File: src/common/qsq_regs.vh
`ifndef QSQ_REGS_VH
`define QSQ_REGS_VH
// byte offsets on the register bus
`define QSQ_CMD_BASE 8'h00
`define QSQ_CTRL0_OFF 8'h40
`define QSQ_CTRL1_OFF 8'h44
`define QSQ_CTRL2_OFF 8'h48
`define QSQ_STAT_OFF 8'h4C
`define QSQ_TX_BASE 8'h80
`define QSQ_RX_BASE 8'hC0
// serial_control_zero fields
`define QSQ_C0_MASTER 0
`define QSQ_C0_ENABLE 1
`define QSQ_C0_SEL0_DRIVE 2
`define QSQ_C0_BITS_LSB 4
`define QSQ_C0_HALF_LSB 8
// serial_control_one fields
`define QSQ_C1_LEAD_LSB 0
`define QSQ_C1_POST_LSB 8
// serial_control_two fields
`define QSQ_C2_START_LSB 0
`define QSQ_C2_END_LSB 8
// status fields
`define QSQ_ST_FINISHED 0
`define QSQ_ST_FAULT 1
`define QSQ_ST_DONE_LSB 4
`define QSQ_ST_BUSY 8
// command byte fields
`define QSQ_CMD_HOLD 7
`define QSQ_CMD_LEN 6
`define QSQ_CMD_POST 5
`define QSQ_CMD_LEAD 4
// reset values
`define QSQ_CTRL0_RESET 16'h0400
`define QSQ_CTRL1_RESET 16'h0404
// bit counts, and timing counts in system clocks
`define QSQ_DEFAULT_BITS 5'd8
`define QSQ_FULL_BITS 5'd16
`define QSQ_STD_POST_CLK 14'd17
`define QSQ_POST_UNIT_CLK 14'd32
`define QSQ_POST_ZERO_CLK 14'd8192
`endif

File: src/rtl/qsq_sync.v
`timescale 1ns/10ps
module qsq_sync #(
   parameter WIDTH = 4
) (
   input wire clk_sys,
   input wire rst,
   input wire ce,
   input wire [WIDTH-1:0] async_in,
   input wire [WIDTH-1:0] reset_level,
   output reg [WIDTH-1:0] sync_out
);
   reg [WIDTH-1:0] stage1;
   // reset to the pin's idle level, so no false edge follows reset
   always @(posedge clk_sys) begin
      if (rst) begin
         stage1 <= reset_level;
         sync_out <= reset_level;
      end else if (ce) begin
         stage1 <= async_in;
         sync_out <= stage1;
      end
   end
endmodule // qsq_sync

File: src/rtl/qsq_delay.v
`timescale 1ns/10ps
module qsq_delay #(
   parameter WIDTH = 14
) (
   input wire clk_sys,
   input wire rst,
   input wire ce,
   input wire start,
   input wire [WIDTH-1:0] length,
   output wire done
);
   reg [WIDTH-1:0] count;
   always @(posedge clk_sys) begin
      if (rst) begin
         count <= {WIDTH{1'b0}};
      end else if (ce) begin
         if (start) begin
            count <= length;
         end else if (count != {WIDTH{1'b0}}) begin
            count <= count - {{(WIDTH-1){1'b0}}, 1'b1};
         end
      end
   end
   // pulses in the last counted cycle, so the caller moves on exactly on time
   assign done = ce && !start && (count == {{(WIDTH-1){1'b0}}, 1'b1});
endmodule // qsq_delay

File: src/rtl/qsq_top.v
// Design decisions made here: the register addresses and the APB interface to the registers.
`timescale 1ns/10ps
`include "qsq_regs.vh"
module qsq_top #(
   parameter DATA_W = 16
) (
   input wire clk_sys,
   input wire rst,
   input wire ce,
   input wire [7:0] paddr,
   input wire psel,
   input wire penable,
   input wire pwrite,
   input wire [31:0] pwdata,
   output reg [31:0] prdata,
   output wire pready,
   output reg pslverr,
   input wire sck_in,
   output reg sck_out,
   output wire sck_oe,
   input wire mosi_in,
   output wire mosi_out,
   output wire mosi_oe,
   input wire miso_in,
   output wire miso_out,
   output wire miso_oe,
   input wire select0_or_slave_select_in,
   output wire [3:0] sel_out,
   output wire [3:0] sel_oe,
   input wire [3:0] port_sel_level,
   input wire [3:0] port_sel_dir
);
   localparam ST_IDLE = 3'd0;
   localparam ST_LOAD = 3'd1;
   localparam ST_LEAD = 3'd2;
   localparam ST_LOW = 3'd3;
   localparam ST_HIGH = 3'd4;
   localparam ST_POST = 3'd5;
   localparam ST_SLV = 3'd6;
   localparam ST_WAIT = 3'd7;
   localparam [15:0] CTRL0_RST = `QSQ_CTRL0_RESET;
   localparam [15:0] CTRL1_RST = `QSQ_CTRL1_RESET;

   ////////////////////////////////////////////////////////////////////////////
   // helpers
   function [4:0] xfer_len;
      input sel;
      input [3:0] bits;
      begin
         if (!sel) begin
            xfer_len = `QSQ_DEFAULT_BITS;
         end else if (bits == 4'h0) begin
            xfer_len = `QSQ_FULL_BITS;
         end else begin
            xfer_len = {1'b0, bits};
         end
      end
   endfunction

   function [13:0] at_least_one;
      input [13:0] v;
      begin
         at_least_one = (v == 14'd0) ? 14'd1 : v;
      end
   endfunction

   function [15:0] justify;
      input [15:0] word;
      input [4:0] len;
      reg [4:0] sh;
      begin
         sh = 5'd16 - len;
         justify = word << sh;
      end
   endfunction

   ////////////////////////////////////////////////////////////////////////////
   // storage and control registers
   reg [7:0] cmd_mem [0:15];
   reg [DATA_W-1:0] tx_mem [0:15];
   reg [DATA_W-1:0] rx_mem [0:15];
   reg master_select;
   reg engine_enable;
   reg sel0_drive;
   reg [3:0] bit_count;
   reg [7:0] sck_half;
   reg [6:0] clock_lead_length;
   reg [7:0] post_delay_length;
   reg [3:0] queue_start_pointer;
   reg [3:0] queue_end_pointer;
   reg finished;
   reg mode_fault_flag;
   reg [3:0] done_ptr;

   reg [2:0] state;
   reg [3:0] ptr;
   reg queue_active;
   reg [7:0] cmd;
   reg [3:0] pattern;
   reg sel_active;
   reg [15:0] shreg;
   reg [15:0] rxreg;
   reg [4:0] bits_left;
   reg dly_start;
   reg [13:0] dly_value;
   reg finish_pulse;
   reg sck_prev;

   wire [2:0] pin_sync;
   wire sck_s = pin_sync[2];
   wire mosi_s = pin_sync[1];
   wire miso_s = pin_sync[0];
   wire ss_s;
   wire dly_done;
   integer i;
   integer j;

   ////////////////////////////////////////////////////////////////////////////
   // pin synchronisers and delay counter
   qsq_sync #(.WIDTH(3)) u_pin_sync (
      .clk_sys(clk_sys),
      .rst(rst),
      .ce(ce),
      .async_in({sck_in, mosi_in, miso_in}),
      .reset_level(3'h0),
      .sync_out(pin_sync)
   );

   qsq_sync #(.WIDTH(1)) u_ss_sync (
      .clk_sys(clk_sys),
      .rst(rst),
      .ce(ce),
      .async_in(select0_or_slave_select_in),
      .reset_level(1'b1),
      .sync_out(ss_s)
   );

   qsq_delay #(.WIDTH(14)) u_delay (
      .clk_sys(clk_sys),
      .rst(rst),
      .ce(ce),
      .start(dly_start),
      .length(dly_value),
      .done(dly_done)
   );

   ////////////////////////////////////////////////////////////////////////////
   // register bus
   wire setup = psel && !penable;
   wire wr_go = psel && penable && pwrite;
   wire in_cmd = (paddr[7:6] == 2'b00);
   wire in_tx = (paddr[7:6] == 2'b10);
   wire in_rx = (paddr[7:6] == 2'b11);
   wire in_ctrl = (paddr == `QSQ_CTRL0_OFF) || (paddr == `QSQ_CTRL1_OFF) ||
      (paddr == `QSQ_CTRL2_OFF) || (paddr == `QSQ_STAT_OFF);
   wire mapped = in_cmd || in_tx || in_rx || in_ctrl;
   wire [3:0] idx = paddr[5:2];
   wire fault_now = master_select && engine_enable && !sel0_drive && !ss_s;
   // fault watched in master mode while sel0_drive is clear; between selects port_sel_dir can still drive pin zero and trip it

   assign pready = 1'b1;

   always @(posedge clk_sys) begin
      if (rst) begin
         prdata <= 32'h00000000;
         pslverr <= 1'b0;
      end else if (ce && setup) begin
         prdata <= 32'h00000000;
         pslverr <= !mapped;
         if (in_cmd) begin
            prdata <= {24'h000000, cmd_mem[idx]};
         end else if (in_tx) begin
            prdata <= {{(32-DATA_W){1'b0}}, tx_mem[idx]};
         end else if (in_rx) begin
            prdata <= {{(32-DATA_W){1'b0}}, rx_mem[idx]};
         end else if (paddr == `QSQ_CTRL0_OFF) begin
            prdata <= {16'h0000, sck_half, bit_count, 1'b0, sel0_drive,
               engine_enable, master_select};
         end else if (paddr == `QSQ_CTRL1_OFF) begin
            prdata <= {16'h0000, post_delay_length, 1'b0, clock_lead_length};
         end else if (paddr == `QSQ_CTRL2_OFF) begin
            prdata <= {20'h00000, queue_end_pointer, 4'h0, queue_start_pointer};
         end else if (paddr == `QSQ_STAT_OFF) begin
            prdata <= {23'h000000, queue_active, done_ptr, 2'b00,
               mode_fault_flag, finished};
         end
      end
   end

   always @(posedge clk_sys) begin
      if (rst) begin
         for (j = 0; j < 16; j = j + 1) begin
            cmd_mem[j] <= 8'h00;
            tx_mem[j] <= {DATA_W{1'b0}};
         end
         sck_half <= CTRL0_RST[15:8];
         bit_count <= CTRL0_RST[7:4];
         master_select <= 1'b0;
         engine_enable <= 1'b0;
         sel0_drive <= 1'b0;
         clock_lead_length <= CTRL1_RST[6:0];
         post_delay_length <= CTRL1_RST[15:8];
         queue_start_pointer <= 4'h0;
         queue_end_pointer <= 4'h0;
         finished <= 1'b0;
         mode_fault_flag <= 1'b0;
      end else if (ce) begin
         if (wr_go && in_cmd) begin
            cmd_mem[idx] <= pwdata[7:0];
         end
         if (wr_go && in_tx) begin
            tx_mem[idx] <= pwdata[DATA_W-1:0];
         end
         if (wr_go && paddr == `QSQ_CTRL0_OFF) begin
            master_select <= pwdata[`QSQ_C0_MASTER];
            engine_enable <= pwdata[`QSQ_C0_ENABLE];
            sel0_drive <= pwdata[`QSQ_C0_SEL0_DRIVE];
            bit_count <= pwdata[`QSQ_C0_BITS_LSB +: 4];
            sck_half <= pwdata[`QSQ_C0_HALF_LSB +: 8];
         end else if (finish_pulse) begin
            engine_enable <= 1'b0;
         end
         if (wr_go && paddr == `QSQ_CTRL1_OFF) begin
            clock_lead_length <= pwdata[`QSQ_C1_LEAD_LSB +: 7];
            post_delay_length <= pwdata[`QSQ_C1_POST_LSB +: 8];
         end
         if (wr_go && paddr == `QSQ_CTRL2_OFF) begin
            queue_start_pointer <= pwdata[`QSQ_C2_START_LSB +: 4];
            queue_end_pointer <= pwdata[`QSQ_C2_END_LSB +: 4];
         end
         // hardware set beats a same-cycle write-one clear
         if (finish_pulse) begin
            finished <= 1'b1;
         end else if (wr_go && paddr == `QSQ_STAT_OFF && pwdata[`QSQ_ST_FINISHED]) begin
            finished <= 1'b0;
         end
         if (fault_now) begin
            mode_fault_flag <= 1'b1;
         end else if (wr_go && paddr == `QSQ_STAT_OFF && pwdata[`QSQ_ST_FAULT]) begin
            mode_fault_flag <= 1'b0;
         end
      end
   end

   ////////////////////////////////////////////////////////////////////////////
   // queue engine
   wire [7:0] cur_cmd = cmd_mem[ptr];
   wire [4:0] cur_len = xfer_len(cur_cmd[`QSQ_CMD_LEN], bit_count);
   wire [4:0] slv_len = xfer_len(1'b1, bit_count);
   wire [13:0] half_clk = at_least_one({6'h00, sck_half});
   wire [13:0] lead_clk = cur_cmd[`QSQ_CMD_LEAD] ?
      at_least_one({7'h00, clock_lead_length}) : half_clk;
   wire [13:0] post_clk = !cmd[`QSQ_CMD_POST] ? `QSQ_STD_POST_CLK :
      (post_delay_length == 8'h00) ? `QSQ_POST_ZERO_CLK :
      `QSQ_POST_UNIT_CLK * {6'h00, post_delay_length};
   wire sck_rise = sck_s && !sck_prev;
   wire sck_fall = !sck_s && sck_prev;

   always @(posedge clk_sys) begin
      if (rst) begin
         state <= ST_IDLE;
         ptr <= 4'h0;
         queue_active <= 1'b0;
         cmd <= 8'h00;
         pattern <= 4'h0;
         sel_active <= 1'b0;
         shreg <= 16'h0000;
         rxreg <= 16'h0000;
         bits_left <= 5'd0;
         dly_start <= 1'b0;
         dly_value <= 14'd1;
         finish_pulse <= 1'b0;
         sck_out <= 1'b0;
         sck_prev <= 1'b0;
         done_ptr <= 4'h0;
         for (i = 0; i < 16; i = i + 1) begin
            rx_mem[i] <= {DATA_W{1'b0}};
         end
      end else if (ce) begin
         dly_start <= 1'b0;
         finish_pulse <= 1'b0;
         sck_prev <= sck_s;
         if (!engine_enable) begin
            state <= ST_IDLE;
            queue_active <= 1'b0;
            sel_active <= 1'b0;
            sck_out <= 1'b0;
         end else begin
            case (state)
               ST_IDLE: begin
                  if (!queue_active) begin
                     ptr <= queue_start_pointer;
                     queue_active <= 1'b1;
                  end else if (master_select) begin
                     state <= ST_LOAD;
                  end else if (!ss_s) begin
                     shreg <= justify(tx_mem[ptr], slv_len);
                     rxreg <= 16'h0000;
                     bits_left <= slv_len;
                     state <= ST_SLV;
                  end
               end
               ST_LOAD: begin
                  cmd <= cur_cmd;
                  pattern <= cur_cmd[3:0];
                  sel_active <= 1'b1;
                  shreg <= justify(tx_mem[ptr], cur_len);
                  rxreg <= 16'h0000;
                  bits_left <= cur_len;
                  dly_value <= lead_clk;
                  dly_start <= 1'b1;
                  state <= ST_LEAD;
               end
               ST_LEAD: begin
                  // lead wait already spaces select from the first edge
                  if (dly_done) begin
                     sck_out <= 1'b1;
                     rxreg <= {rxreg[14:0], miso_s};
                     dly_value <= half_clk;
                     dly_start <= 1'b1;
                     state <= ST_HIGH;
                  end
               end
               ST_LOW: begin
                  if (dly_done) begin
                     sck_out <= 1'b1;
                     rxreg <= {rxreg[14:0], miso_s};
                     dly_value <= half_clk;
                     dly_start <= 1'b1;
                     state <= ST_HIGH;
                  end
               end
               ST_HIGH: begin
                  if (dly_done) begin
                     sck_out <= 1'b0;
                     shreg <= {shreg[14:0], 1'b0};
                     bits_left <= bits_left - 5'd1;
                     dly_start <= 1'b1;
                     if (bits_left == 5'd1) begin
                        dly_value <= post_clk;
                        state <= ST_POST;
                     end else begin
                        dly_value <= half_clk;
                        state <= ST_LOW;
                     end
                  end
               end
               ST_SLV: begin
                  if (sck_rise) begin
                     rxreg <= {rxreg[14:0], mosi_s};
                     bits_left <= bits_left - 5'd1;
                  end else if (sck_fall) begin
                     shreg <= {shreg[14:0], 1'b0};
                  end
                  // a select released early ends the entry with partial data
                  if (ss_s || (sck_fall && bits_left == 5'd0)) begin
                     cmd <= 8'h00;
                     dly_value <= 14'd1;
                     dly_start <= 1'b1;
                     state <= ST_POST;
                  end
               end
               ST_POST: begin
                  if (dly_done) begin
                     rx_mem[ptr] <= rxreg[DATA_W-1:0];
                     done_ptr <= ptr;
                     if (!cmd[`QSQ_CMD_HOLD]) begin
                        sel_active <= 1'b0;
                     end
                     if (ptr == queue_end_pointer) begin
                        finish_pulse <= 1'b1;
                        queue_active <= 1'b0;
                     end else begin
                        ptr <= ptr + 4'h1;
                     end
                     state <= master_select ? ST_LOAD : ST_WAIT;
                     if (ptr == queue_end_pointer) begin
                        state <= ST_WAIT;
                     end
                  end
               end
               ST_WAIT: begin
                  if (ss_s || master_select) begin
                     state <= ST_IDLE;
                  end
               end
               default: begin
                  state <= ST_IDLE;
               end
            endcase
         end
      end
   end

   ////////////////////////////////////////////////////////////////////////////
   // pins
   wire drv_master = engine_enable && master_select;
   wire slave_sel = engine_enable && !master_select && !ss_s;
   assign sck_oe = drv_master;
   assign mosi_out = shreg[15];
   assign mosi_oe = drv_master;
   assign miso_out = shreg[15];
   assign miso_oe = slave_sel;
   assign sel_out = (drv_master && sel_active) ? pattern : port_sel_level;
   // slave mode drives no select pattern; selects one to three follow port_sel_dir, pin zero stays an input there
   assign sel_oe = (drv_master && sel_active) ? {3'b111, sel0_drive} :
      (!master_select && engine_enable) ? (port_sel_dir & 4'hE) : port_sel_dir;
endmodule // qsq_top

File: config.mk
export PLATFORM = sky130hd
export DESIGN_NAME = qsq_top
export DESIGN_NICKNAME = d
export VERILOG_FILES = /design/src/rtl/qsq_sync.v /design/src/rtl/qsq_delay.v /design/src/rtl/qsq_top.v
export VERILOG_INCLUDE_DIRS = /design/src /design/src/common
export SDC_FILE = /design/constraint.sdc
export NUM_CORES = 2
export LEC_CHECK = 0
export BUFFER_PORTS_ARGS = -buffer_cell sky130_fd_sc_hd__clkbuf_2
export CORE_MARGIN = 2
export CORE_UTILIZATION = 65
export DETAILED_ROUTE_END_ITERATION = 7
export PLACE_DENSITY_LB_ADDON = 0.05
export SLEW_MARGIN = 20
export SYNTH_ARGS = -nofsm -noshare
export SYNTH_HDL_FRONTEND = slang
export SYNTH_SLANG_ARGS = --single-unit
File: constraint.sdc
create_clock -name clk_sys -period 8.7 [get_ports clk_sys]
set_clock_uncertainty 0.15 [all_clocks]
set_input_delay 0.87 -clock clk_sys [delete_from_list [all_inputs] [get_ports clk_sys]]
set_output_delay 0.87 -clock clk_sys [all_outputs]
set_load 0.01 [all_outputs]
==> results.py <==
metrics = {
    "pwr": {
        "p_leak_uw": 0.0149,
        "p_sw_share_pct": 24.8,
        "p_sw_uw": 2170,
        "ir_worst_vdd_mv": 0.213,
        "p_seq_share_pct": 50.0,
        "p_total_uw": 8780,
        "intPower_uw": 6600,
        "combPwrFrac_pct": 10.0,
        "pwr-share-clk_pct": 40.1,
        "p_per_area_nw_per_um2": 198,
    },
    "synthesis": {
        "synthCells": 3115,
        "synth_largest_area_cell": "edfxtp_1",
        "synth_async_sr_flop_share_pct": 0,
        "ys_ff_latch": 797,
        "synth_ff_type": "edfxtp_1",
        "seq_area_frac_synth_pct": 55.1,
        "synth_top_area_share_pct": 47.4,
        "synth_cell_types": 79,
        "synth_area_leaders": "edfxtp_1 47%, mux4_2 17%, and2_1 10%",
        "synth.avg_cell_area_um2": 13.0,
        "synth_area_um2": 40600,
        "synth_warnings": 0,
        "synth_edf_count": 640,
    },
    "grt": {
        "grt_usage_pct": 37.0,
        "top_usage_layer": "met2",
        "first_global_vias": 26275,
        "grt_max_degree": 107,
        "grt_overflow_total": 0,
        "use_met3_pct": 7.28,
        "antenna_found_initial": 1,
        "grt_pass1_wl_um": 171000,
        "use_met2_pct": 57.6,
        "grtUsageMet1_pct": 51.9,
    },
    "status": {
        "status": "finished clean",
    },
    "timing": {
        "fin_crit_ps": 5590,
        "finalSetupViolations": 0,
        "tns_ps": 0,
        "period_share_pct": 64.2,
        "final_max_slew_viol_count": 0,
        "worst_pin_slew_ps": 1210,
        "timing.fmax_mhz": 179,
        "hold_viol": 0,
        "rsz0062_at_grt": "no",
        "relSlewSlack_pct": 18.9,
    },
    "route": {
        "dr.pass1.iters": 8,
        "drt-initial-drc-count": 3714,
        "route.vias.total": 27442,
        "wl_per_cell_um": 29.2,
        "drtAntennaViolNets": 0,
        "wl_um": 117000,
        "routed_via_density": 6.85,
        "drc": 0,
    },
    "place": {
        "gp_congestion": 0.944,
        "portBuffers": 72,
        "place_area_um2": 41600,
        "hpwl_um": 77300,
    },
    "finish": {
        "drive_above_1_share_pct": 20.3,
        "design_area_um2": 44300,
        "fin_nets": 3171,
        "syn_to_final_growth_pct": 9.26,
    },
    "clock_tree": {
        "htreeDepth": 3,
        "clk_latency_ps": 670,
        "clockBufferDepth": 3,
        "clock_sinks": 797,
        "cts_resized": 0,
        "cts_hold_buffers": 0,
        "cts_made_buffers": 83,
        "clk_pin_slew_ps": 60,
        "clockRootBuffer": "clkbuf_16",
        "cts_tree": "built",
        "post-cts-setup-buffers": 0,
    },
    "critical_path": {
        "path_buf_inv": 2,
        "cp_max_fo": 38,
        "crit_path_max_incr_delay_ps": 850,
        "crit_type": "flop to flop",
        "slowest_stage": "dfxtp_4",
        "crit_path_end_kind": "flop",
        "crit_chain": "buf_4, nor2_1, a21oi_1, a31o_2, or2_0, nand2_1, ha_1, inv_1, nand2_1, o22ai_1, nor2_1, mux2i_1, a221oi_1, a211oi_1",
        "worstSetupStartpointType": "flop",
        "crit_family": "compound AO/OA/AOI/OAI gates",
        "critPathRequiredTime_ps": 9060,
        "worst_ep_arrival_time_ps": 5950,
    },
    "floorplanning": {
        "core_area_um2": 61700,
        "start_util_pct": 65.7,
        "io_pins": 106,
        "rows": 91,
        "dieHeight_um": 254,
        "die_w_um": 254,
        "die-area_um2": 64400,
    },
    "min_path": {
        "min_path_type": "flop to flop",
    },
    "job": {
        "cap_violations": 0,
    },
}
==> kinds of logic after synthesis <==
group | count (synthesis) | share of synthesized area (%)
AO/OA/AOI/OAI | 401 | 6.36
XOR/XNOR | 4 | 0.0864
adder cells (fa/ha/maj) | 11 | 0.339
buffers and inverters | 291 | 2.98
flip-flops | 797 | 55.1
multiplexers | 363 | 18.4
other | 2 | 0.0185
AND/OR/NAND/NOR | 1246 | 16.7
==> state kept, by name, indices dropped and copies added, names as in the netlist, 14 cells and up, named ones only <==
register,flops
cmd_mem,128
dly_value,14
tx_mem,256
rxreg,16
prdata,16
rx_mem,256
shreg,16
u_delay.count,14
==> cell usage after synthesis (all sizes together) (5+ instances only) <==
master  instances
and2          651
edfxtp        640
mux4          305
nand2         239
clkbuf        192
nor2          159
dfxtp         157
a21oi         118
o21ai          91
buf            73
nand3          72
mux2i          47
a211oi         32
nor3           32
a22oi          24
inv            23
o211ai         17
nand2b         16
o22ai          16
a221oi         15
nor2b          15
a31oi          14
a311oi         11
ha             11
mux2           11
or2            11
a222oi         10
nor4           10
nand4           8
or3             7
or4             6
a21o            5
a41oi           5
o21a            5
==> routing by layer <==
metal	up-vias	wire, µm	part of all wire [%]
met2	1719	55500	47
met3	268	13200	11
met5	-	11	0.0094
met1	13820	43100	37
li1	11633	-	-
met4	2	5110	4.4
==> power groups by stage <==
| stage | Clock, µW | Combinational (µW) | Sequential (µW) |
|---|---|---|---|
| global placement | 0 | 842 | 4440 |
| floorplan | 0 | 591 | 4430 |
| finish | 3520 | 873 | 4390 |
| global route | 3660 | 922 | 4400 |
| detailed placement | 0 | 854 | 4460 |
| CTS | 3510 | 859 | 4380 |
==> path summary, 6_finish.rpt <==
kind | slack, ps | startpoint | cells past startpoint | endpoint
worst max-delay path | 3110 | flop | 14 | shreg[11]
worst min-delay path | 300 | pslverr | 2 | pslverr
worst max register to register | 3110 | flop | 14 | shreg[11]
worst min register to register | 300 | pslverr | 2 | pslverr
==> layout by cell type (no fill, tap or decap), types with 24 or more instances in the layout <==
cell       netlist  routed
nand3_1         71      71
clkbuf_2         1      68
a21oi_1        118     118
nor2_1         158     146
o21ai_1          1      26
a22oi_1         24      24
nor3_1          32      32
mux2i_1         47      47
edfxtp_1       640     640
a211oi_1        31      31
buf_4           21      81
and2_1         650     650
nand2_1        238     238
o21ai_0         90      58
mux4_2         305     305
dfxtp_1        157     153
clkbuf_16        0      83
==> layout make-up <==
cell class / instances / area [µm²]
multi-input cells: 2042 / 17100
fillers: 4177 / 17400
repair buffers: 152 / 995
inverters: 26 / 97.6
well taps: 837 / 1050
clock inverters: 39 / 422
flip-flops and latches: 797 / 22400
diodes: 2 / 5.00
clock buffers: 111 / 2240
==> worst min-delay path, stage by stage (launching register included) <==
cell and delay [ps]:
dfxtp_1 310, nand2_1 50, a21oi_1 50
==> metrics by stage <==
stage	hold WS [ps]	utilization, %	setup slack (ps)	instances
floorplan	279	-	4690	3130
global route	289	71.8	2810	4004
finish	298	71.8	3110	4006
CTS	287	71.7	3200	4004
detailed placement	297	67.4	3220	3854
global placement	291	67.4	3250	3854
(Power assumes the default switching activity.)
